$ cat src/common/hbsr_pkg.sv
package hbsr_pkg;
	localparam int DATA_W    = 64;
	localparam int GRP_W     = 16;
	localparam int NGRP      = 4;
	localparam int REQ_W     = 5;
	localparam int RESP_W    = 3;
	localparam int FIFO_DEPTH = 8;
	localparam int BEATS     = 4;
	// Response codes
	localparam logic [2:0] RESP_IDLE   = 3'h0;
	localparam logic [2:0] RESP_RETRY  = 3'h1;
	localparam logic [2:0] RESP_DEFER  = 3'h2;
	localparam logic [2:0] RESP_RSVD   = 3'h3;
	localparam logic [2:0] RESP_HFAIL  = 3'h4;
	localparam logic [2:0] RESP_NODATA = 3'h5;
	localparam logic [2:0] RESP_IWB    = 3'h6;
	localparam logic [2:0] RESP_NORMAL = 3'h7;
	// Request command: bit in first half that marks a write
	localparam int REQ_WR_BIT = 1;
	localparam int SNOOP_STALL_CYC = 2;
	typedef enum logic [2:0] {HBSR_IDLE, HBSR_REQB, HBSR_SNOOP, HBSR_DATA, HBSR_RESP} hbsr_state_t;
endpackage

$ cat src/hw/hbsr_fifo.sv
module hbsr_fifo #(
	parameter int WIDTH = 64,
	parameter int DEPTH = 8
) (
	input  wire logic             clk,
	input  wire logic             rst_n,
	input  wire logic [WIDTH-1:0] in_data,
	input  wire logic             in_valid,
	output logic                  in_ready,
	output logic      [WIDTH-1:0] out_data,
	output logic                  out_valid,
	input  wire logic             out_ready
);
	localparam int AW = $clog2(DEPTH);
	logic [WIDTH-1:0] mem_r [DEPTH];
	logic [AW:0]      wp_r, wp_nxt, rp_r, rp_nxt;
	logic             wr, rd;
	always_comb
	begin
		in_ready  = (wp_r - rp_r) != (AW+1)'(DEPTH);
		out_valid = wp_r != rp_r;
		wr        = in_valid && in_ready;
		rd        = out_valid && out_ready;
		wp_nxt    = wp_r + (AW+1)'(wr);
		rp_nxt    = rp_r + (AW+1)'(rd);
		out_data  = mem_r[rp_r[AW-1:0]];
	end
	always_ff @(posedge clk)
	begin
		if (!rst_n)
		begin
			wp_r <= '0;
			rp_r <= '0;
		end
		else
		begin
			wp_r <= wp_nxt;
			rp_r <= rp_nxt;
		end
		if (wr)
			mem_r[wp_r[AW-1:0]] <= in_data;
	end
endmodule // hbsr_fifo

$ cat src/hw/hbsr_port.sv
// Function
// Data moves four beats per bus clock on strobes
// Strobes 3,2,0 time groups 63:48,47:32,15:0; inbound capture here times all groups on strobe pair 0
// Strobe 1 times bits 31:16, flag 1; inbound capture here times these bits on strobe pair 0
// Clean hit flags unmodified cached copy
// Dirty hit flags modified copy, owner supplies
// Both hits together stretch the snoop window
// Locked sequence blocks snoopable side accesses
// Request command sent in both request halves
// First half type, second half attributes
// Target ready only when data can move
// Three-bit response code, 000 idle
// Codes retry, defer, nodata, writeback, normal
// Never drive reserved or hard failure codes
// Address strobe marks first request cycle
// Address and data inverted on bus
module hbsr_port #(
	parameter int DEPTH = hbsr_pkg::FIFO_DEPTH
) (
	input  wire logic                          clk,
	input  wire logic                          rst_n,
	input  wire logic [hbsr_pkg::DATA_W-1:0]   host_data_bus_in,
	output logic      [hbsr_pkg::DATA_W-1:0]   host_data_bus_out,
	output logic                               host_data_bus_oe,
	input  wire logic [hbsr_pkg::NGRP-1:0]     data_inversion_flag_in,
	output logic      [hbsr_pkg::NGRP-1:0]     data_inversion_flag_out,
	input  wire logic [hbsr_pkg::NGRP-1:0]     data_strobe_true_in,
	input  wire logic [hbsr_pkg::NGRP-1:0]     data_strobe_comp_in,
	output logic      [hbsr_pkg::NGRP-1:0]     data_strobe_true_out,
	output logic      [hbsr_pkg::NGRP-1:0]     data_strobe_comp_out,
	input  wire logic                          clean_snoop_hit_in,
	output logic                               clean_snoop_hit_out,
	input  wire logic                          dirty_snoop_hit_in,
	output logic                               dirty_snoop_hit_out,
	output logic                               snoop_oe,
	input  wire logic                          atomic_lock_request_n,
	input  wire logic                          request_phase_strobe_n,
	input  wire logic [hbsr_pkg::REQ_W-1:0]    request_command_n,
	output logic                               target_ready_for_data_n,
	output logic      [hbsr_pkg::RESP_W-1:0]   response_code_n,
	input  wire logic                          snoop_stall_req,
	input  wire logic                          cache_clean_hit,
	input  wire logic                          cache_dirty_hit,
	input  wire logic                          retry_req,
	input  wire logic                          defer_req,
	output logic                               side_access_block,
	output logic      [hbsr_pkg::REQ_W-1:0]    req_type,
	output logic      [hbsr_pkg::REQ_W-1:0]    req_attr,
	output logic                               req_valid,
	output logic      [hbsr_pkg::DATA_W-1:0]   wr_data,
	output logic                               wr_valid,
	input  wire logic                          wr_ready,
	input  wire logic [hbsr_pkg::DATA_W-1:0]   rd_data,
	input  wire logic                          rd_valid,
	output logic                               rd_ready
);
	localparam int G = hbsr_pkg::GRP_W;
	localparam int N = hbsr_pkg::NGRP;

	////////////////////////////////////////////////////////////////////////////
	// Two-flop synchronisers for all bus inputs except the unused snoop hit inputs
	logic [hbsr_pkg::DATA_W-1:0] d_s1_r, d_s2_r;
	logic [N-1:0] inv_s1_r, inv_s2_r, st_s1_r, st_s2_r, sc_s1_r, sc_s2_r, st_d_r;
	logic [hbsr_pkg::REQ_W-1:0] req_s1_r, req_s2_r;
	logic lk_s1_r, lk_s2_r, ads_s1_r, ads_s2_r;
	always_ff @(posedge clk)
	begin
		if (!rst_n)
		begin
			d_s1_r   <= '0;
			d_s2_r   <= '0;
			inv_s1_r <= '0;
			inv_s2_r <= '0;
			st_s1_r  <= '0;
			st_s2_r  <= '0;
			sc_s1_r  <= '0;
			sc_s2_r  <= '0;
			st_d_r   <= '0;
			req_s1_r <= '0;
			req_s2_r <= '0;
			lk_s1_r  <= 1'b1;
			lk_s2_r  <= 1'b1;
			ads_s1_r <= 1'b1;
			ads_s2_r <= 1'b1;
		end
		else
		begin
			d_s1_r   <= host_data_bus_in;
			d_s2_r   <= d_s1_r;
			inv_s1_r <= data_inversion_flag_in;
			inv_s2_r <= inv_s1_r;
			st_s1_r  <= data_strobe_true_in;
			st_s2_r  <= st_s1_r;
			sc_s1_r  <= data_strobe_comp_in;
			sc_s2_r  <= sc_s1_r;
			st_d_r   <= st_s2_r;
			req_s1_r <= request_command_n;
			req_s2_r <= req_s1_r;
			lk_s1_r  <= atomic_lock_request_n;
			lk_s2_r  <= lk_s1_r;
			ads_s1_r <= request_phase_strobe_n;
			ads_s2_r <= ads_s1_r;
		end
	end

	////////////////////////////////////////////////////////////////////////////
	// Inbound beat capture: strobe pair 0 alone times all four 16-bit groups
	function automatic logic [G-1:0] grp_decode(input logic [G-1:0] raw, input logic inv_n);
		// Bus carries inverted data; flag low means group sent inverted again
		grp_decode = inv_n ? ~raw : raw;
	endfunction
	logic [hbsr_pkg::DATA_W-1:0] beat_data;
	logic [N-1:0] grp_edge;
	genvar gi;
	generate
		for (gi = 0; gi < N; gi++)
		begin : g_grp
			assign grp_edge[gi] = (st_s2_r[gi] != st_d_r[gi]) && (st_s2_r[gi] != sc_s2_r[gi]);
			assign beat_data[gi*G +: G] = grp_decode(d_s2_r[gi*G +: G], inv_s2_r[gi]);
		end
	endgenerate

	////////////////////////////////////////////////////////////////////////////
	// Request, snoop and response control
	hbsr_pkg::hbsr_state_t st_r, st_nxt;
	logic [hbsr_pkg::REQ_W-1:0] type_r, type_nxt, attr_r, attr_nxt;
	logic [1:0] beat_r, beat_nxt, stall_r, stall_nxt;
	logic [2:0] resp_r, resp_nxt;
	logic lock_r, lock_nxt, wr_r, wr_nxt, trdy_r, trdy_nxt, hit_r, dirty_snoop_hit_r, hit_nxt, dirty_snoop_hit_nxt;
	logic rq_r, rq_nxt, snoe_r, snoe_nxt, drv_r, drv_nxt;
	// Dirty hit kept until the response picks implicit writeback
	logic mod_r, mod_nxt;
	logic in_ready, fifo_out_valid;
	logic ads_seen;
	assign ads_seen = !ads_s2_r;

	always_comb
	begin
		st_nxt = st_r; type_nxt = type_r; attr_nxt = attr_r; beat_nxt = beat_r;
		stall_nxt = stall_r; resp_nxt = hbsr_pkg::RESP_IDLE; wr_nxt = wr_r;
		trdy_nxt = 1'b0; hit_nxt = 1'b0; dirty_snoop_hit_nxt = 1'b0; snoe_nxt = 1'b0;
		rq_nxt = 1'b0; drv_nxt = 1'b0; lock_nxt = lock_r;
		mod_nxt = mod_r;
		if (lk_s2_r)
			lock_nxt = 1'b0;
		else if (ads_seen)
			lock_nxt = 1'b1;
		unique case (st_r)
			hbsr_pkg::HBSR_IDLE:
				if (ads_seen)
				begin
					type_nxt = ~req_s2_r;
					st_nxt   = hbsr_pkg::HBSR_REQB;
				end
			hbsr_pkg::HBSR_REQB:
			begin
				attr_nxt  = ~req_s2_r;
				wr_nxt    = type_r[hbsr_pkg::REQ_WR_BIT];
				rq_nxt    = 1'b1;
				stall_nxt = 2'(hbsr_pkg::SNOOP_STALL_CYC);
				st_nxt    = hbsr_pkg::HBSR_SNOOP;
			end
			hbsr_pkg::HBSR_SNOOP:
			begin
				snoe_nxt = 1'b1;
				if (snoop_stall_req && stall_r != 2'h0)
				begin
					hit_nxt   = 1'b1;
					dirty_snoop_hit_nxt  = 1'b1;
					stall_nxt = stall_r - 2'h1;
				end
				else
				begin
					hit_nxt  = cache_clean_hit && !cache_dirty_hit;
					dirty_snoop_hit_nxt = cache_dirty_hit;
					mod_nxt  = cache_dirty_hit;
					beat_nxt = '0;
					st_nxt   = (retry_req || defer_req) ? hbsr_pkg::HBSR_RESP : hbsr_pkg::HBSR_DATA;
				end
			end
			hbsr_pkg::HBSR_DATA:
				if (wr_r)
				begin
					trdy_nxt = in_ready;
					if (in_ready && grp_edge[0])
					begin
						beat_nxt = beat_r + 2'h1;
						if (beat_r == 2'(hbsr_pkg::BEATS-1))
							st_nxt = hbsr_pkg::HBSR_RESP;
					end
				end
				else if (rd_valid)
				begin
					drv_nxt  = 1'b1;
					beat_nxt = beat_r + 2'h1;
					if (beat_r == 2'(hbsr_pkg::BEATS-1))
						st_nxt = hbsr_pkg::HBSR_RESP;
				end
			hbsr_pkg::HBSR_RESP:
			begin
				if (retry_req)
					resp_nxt = hbsr_pkg::RESP_RETRY;
				else if (defer_req)
					resp_nxt = hbsr_pkg::RESP_DEFER;
				else if (mod_r)
					resp_nxt = hbsr_pkg::RESP_IWB;
				else if (wr_r)
					resp_nxt = hbsr_pkg::RESP_NODATA;
				else
					resp_nxt = hbsr_pkg::RESP_NORMAL;
				st_nxt = hbsr_pkg::HBSR_IDLE;
			end
		endcase
	end

	always_ff @(posedge clk)
	begin
		if (!rst_n)
		begin
			st_r <= hbsr_pkg::HBSR_IDLE; type_r <= '0; attr_r <= '0; beat_r <= '0;
			stall_r <= '0; resp_r <= hbsr_pkg::RESP_IDLE; lock_r <= 1'b0; wr_r <= 1'b0;
			trdy_r <= 1'b0; hit_r <= 1'b0; dirty_snoop_hit_r <= 1'b0; rq_r <= 1'b0;
			snoe_r <= 1'b0; drv_r <= 1'b0;
			mod_r <= 1'b0;
		end
		else
		begin
			st_r <= st_nxt; type_r <= type_nxt; attr_r <= attr_nxt; beat_r <= beat_nxt;
			stall_r <= stall_nxt; resp_r <= resp_nxt; lock_r <= lock_nxt; wr_r <= wr_nxt;
			trdy_r <= trdy_nxt; hit_r <= hit_nxt; dirty_snoop_hit_r <= dirty_snoop_hit_nxt; rq_r <= rq_nxt;
			snoe_r <= snoe_nxt; drv_r <= drv_nxt;
			mod_r <= mod_nxt;
		end
	end

	////////////////////////////////////////////////////////////////////////////
	// Outbound read data, strobes and flags
	logic [hbsr_pkg::DATA_W-1:0] dout_r, dout_nxt;
	logic [N-1:0] stb_r, stb_nxt;
	always_comb
	begin
		dout_nxt = dout_r;
		stb_nxt  = stb_r;
		if (drv_nxt)
		begin
			dout_nxt = ~rd_data;
			stb_nxt  = ~stb_r;
		end
	end
	always_ff @(posedge clk)
	begin
		if (!rst_n)
		begin
			dout_r <= '0;
			stb_r  <= '0;
		end
		else
		begin
			dout_r <= dout_nxt;
			stb_r  <= stb_nxt;
		end
	end

	hbsr_fifo #(
		.WIDTH (hbsr_pkg::DATA_W),
		.DEPTH (DEPTH)
	) u_wfifo (
		.clk       (clk),
		.rst_n     (rst_n),
		.in_data   (beat_data),
		.in_valid  (st_r == hbsr_pkg::HBSR_DATA && wr_r && grp_edge[0]),
		.in_ready  (in_ready),
		.out_data  (wr_data),
		.out_valid (fifo_out_valid),
		.out_ready (wr_ready)
	);

	assign wr_valid                = fifo_out_valid;
	assign rd_ready                = st_r == hbsr_pkg::HBSR_DATA && !wr_r;
	assign host_data_bus_out       = dout_r;
	assign host_data_bus_oe        = drv_r;
	assign data_inversion_flag_out = '1;
	assign data_strobe_true_out    = stb_r;
	assign data_strobe_comp_out    = ~stb_r;
	assign clean_snoop_hit_out     = !hit_r;
	assign dirty_snoop_hit_out     = !dirty_snoop_hit_r;
	assign snoop_oe                = snoe_r;
	assign target_ready_for_data_n = !trdy_r;
	assign response_code_n         = ~resp_r;
	assign side_access_block       = lock_r;
	assign req_type                = type_r;
	assign req_attr                = attr_r;
	assign req_valid               = rq_r;
endmodule // hbsr_port

$ cat config.mk
export PLATFORM = sky130hd
export DESIGN_NAME = hbsr_port
export DESIGN_NICKNAME = d
export VERILOG_FILES = /design/src/common/hbsr_pkg.sv /design/src/hw/hbsr_fifo.sv /design/src/hw/hbsr_port.sv
export SDC_FILE = /design/constraint.sdc
export NUM_CORES = 1
export LEC_CHECK = 0
export BUFFER_PORTS_ARGS = -buffer_cell sky130_fd_sc_hd__buf_2
export CORE_MARGIN = 3
export CORE_UTILIZATION = 35
export CTS_CLUSTER_SIZE = 10
export DETAILED_ROUTE_END_ITERATION = 8
export PLACE_DENSITY = 0.55
export SYNTH_ARGS = -nofsm -noshare
export SYNTH_HDL_FRONTEND = slang
export SYNTH_SLANG_ARGS = --single-unit
$ cat constraint.sdc
create_clock -name clk -period 8.2 [get_ports clk]
set_input_delay 1.64 -clock clk [delete_from_list [all_inputs] [get_ports clk]]
set_output_delay 1.64 -clock clk [all_outputs]
set_load 0.01 [all_outputs]
==> results.md <==
* TritonCTS sink count at 772
* Fraction of layout cells with a size suffix above 1 at 27.90%
* CP max FO at 49
* P_int at 0.006405 W
* Least-Margin Pin Slew at 1136 ps
* Final min period at 5228 ps
* Most frequent cells after synthesis: edfxtp_1 (512), nand2_1 (277), dfxtp_1 (260)
* Yosys warns at 0
* IO Count at 320
* Register share of total power at 52.6%
* Number of gates resized after cts at 0
* Root Driver: clkbuf_16
* First-pass GRT wire length at 95.84 mm
* Routed vias/inst at 4.709
* Nets@finish at 2,196
* Placed cells at 2,988
* Ys flop type: edfxtp_1
* CP required at 6560 ps
* Count leader, synth: edfxtp_1
* Synth Area per Inst at 16.49 sq um
* # setup viols final at 0
* Clk_skew at 15.71 ps
* Top Family by Delay on Critical Path: flip-flops
* Crit path launch type: flip-flop
* Number of CTS-inserted buffers at 89
* Switching Share at 21.08%
* Crit path top cell by count: nand2_1
* WP data arrival at 3590 ps
* Worst path slowest cell: dfxtp_4
* Crit-path max cell delay at 1050 ps
* DRC errors left at 0
* Row Count at 103
* Clock latency on the worst-skew pair at 640 ps
* Post-synthesis sequential area ratio at 73.25%
* Seq cells post-synth at 772
* Leading area contributor after synthesis: edfxtp_1
* CP endpoint kind: primary output
* Final hold vios at 0
* Met3 Usage GRT at 4.099%
* Switching power at 0.001711 W
* DR vias at 14,850
* Hold_buf cts at 0
* Finished Layout Cells at 3,154
* R2r setup slk at 3690 ps
* Grt met1 use at 20.08%
* Synth Instances at 1,704
* Pwr Total at 0.008116 W
* Vias in the first global route at 15,690
* Setup_tns at 0 ps
* Area grow syn2layout at 19.14%
* Die X at 289.3 um
* Dominant cells by area after synthesis: edfxtp_1 (55%), dfxtp_1 (19%), mux4_2 (10%)
* Routed wire length per instance at 20.20 um
* Post-synth EDFFs at 512
* Detailed Route Iter0 Violations at 891
* IR drop worst, VDD at 0.1627 mV
* Synthesized cell area at 28,100 sq um
* Synth cell types at 44
* DP Wirelength at 35.34 mm
* Leak pwr at 13.44 nW
* Worst Hold Class: reg2reg
* Postcts setup bufs at 0
* Routed Antenna Nets at 0
* Die Y at 289.3 um
* DIE AREA at 83,710 sq um
* Core Area at 79,260 sq um
* Initial cell density of the core at 35.45%
* CTS tree: built
* RSZ-0062 raised after global routing: no
* Met2 usage at 25.08%
* Critical path class: reg2out
* Comb pwr share at 3.3%
* Synth async-reset ratio at 0%
* H-tree levels at 3
* Critical-path cell list: buf_4, mux4_2, nand2_1, nand2_1, buf_2
* GRT Overall Usage at 15.33%
* Initial antenna violation count at 5
* Pins Over Slew Limit at 0
* Fin crit share at 63.75%
* Total congestion overflow at 0
* Clk buf depth at 3
* Top Usage Layer GRT: met2
* Clock-pin slew on the worst setup and hold paths at 60 ps
* CP Buf/Inv Count at 2
* Pin count of the biggest net entering global routing at 108
* Status: finished clean
* GPL Wtd Cong at 0.8012
* Power per standard cell area at 242.4 nW/um^2
* Input/output buffers at 307
* Slew margin rel. at 24.24%
* Max Cap Viol at 0
* DRT Wirelength at 63.72 mm
* Fmax at 0.1913 GHz
* Clock power share at 44.2%
* Area share of the largest cell type after synthesis at 54.72%
* DR pass1 iterations at 5
[kinds of logic after synthesis]
logic type	Yosys count	synth area share, %
fa+ha+maj	9	0.4008
flops	772	73.25
simple gates	505	8.684
compound gates	91	3.153
mux	132	10.40
other cells	1	0.01335
xor+xnor	74	2.360
buf+inv	120	1.741
[sequential cells by signal, summed over array words and instances (netlist names), 2 cells and up]
register and count:
d_s2_r 64, inv_s2_r 4, beat_r 2, req_type 5
req_s2_r 5, resp_r 3, u_wfifo.wp_r 4, u_wfifo.mem_r 512
st_r 3, inv_s1_r 4, host_data_bus_out 64, req_s1_r 5
req_attr 5, u_wfifo.rp_r 4, d_s1_r 64, stall_r 2
data_strobe_true_out 4
[power by group through the flow]
| stage | clock, W | sequential (W) | combinational [W] |
|---|---|---|---|
| 4_1_cts | 0.00370 | 0.00427 | 0.000272 |
| 3_3_place_gp | 0 | 0.00434 | 0.000259 |
| 5_1_grt | 0.00386 | 0.00427 | 0.000298 |
| 6_report | 0.00359 | 0.00427 | 0.000264 |
| 3_5_place_dp | 0 | 0.00435 | 0.000271 |
| 2_1_floorplan | 0 | 0.00434 | 0.000155 |
[worst paths after layout]
path                         from              endpoint  cells after the start
setup / recovery  u_wfifo.rp_r[0]           wr_data[37]                      5
setup reg to reg  u_wfifo.rp_r[2]  u_wfifo.mem_r[5][13]                      7
hold reg to reg           lk_s2_r     side_access_block                      1
hold / removal            lk_s2_r     side_access_block                      1
[per-stage QoR]
step	hold slack, ps	setup WS, ps	util, %	instance area (sq um)
floorplan	372.9	1263	-	28110
global placement	381.0	3484	38.89	30820
detailed placement	382.0	3453	38.89	30820
CTS	393.0	2746	42.22	33470
global route	411.7	2623	42.22	33470
finish	390.2	2972	42.24	33480
[cell type report]
class / instances / area [sq um]
Inverter: 18 / 68.82
Antenna cell: 4 / 10.01
Fill cell: 7156 / 45780
Clock inverter: 12 / 158.9
Timing Repair Buffer: 333 / 1738
Tap cell: 1050 / 1314
Sequential cell: 772 / 20590
Clock buffer: 150 / 2486
Multi-Input combinational cell: 815 / 7108
[layer usage]
| metal | vias to the layer above | routed length, um |
|---|---|---|
| met2 | 426 | 30220 |
| met1 | 7427 | 27890 |
| met4 | 8 | 1214 |
| li1 | 6895 | - |
| met5 | - | 47 |
| met3 | 95 | 4351 |
[placed cells by master (no fill, tap or decap), types with 58 or more instances in the layout]
cell type and n:
clkbuf_1 58, o211a_1 75, nand2_1 277, and2_1 166, buf_2 306, xor2_1 67, mux4_2 128, clkbuf_16 89
edfxtp_1 512, dfxtp_1 256
Note: power is estimated with default switching activity, not from simulation.
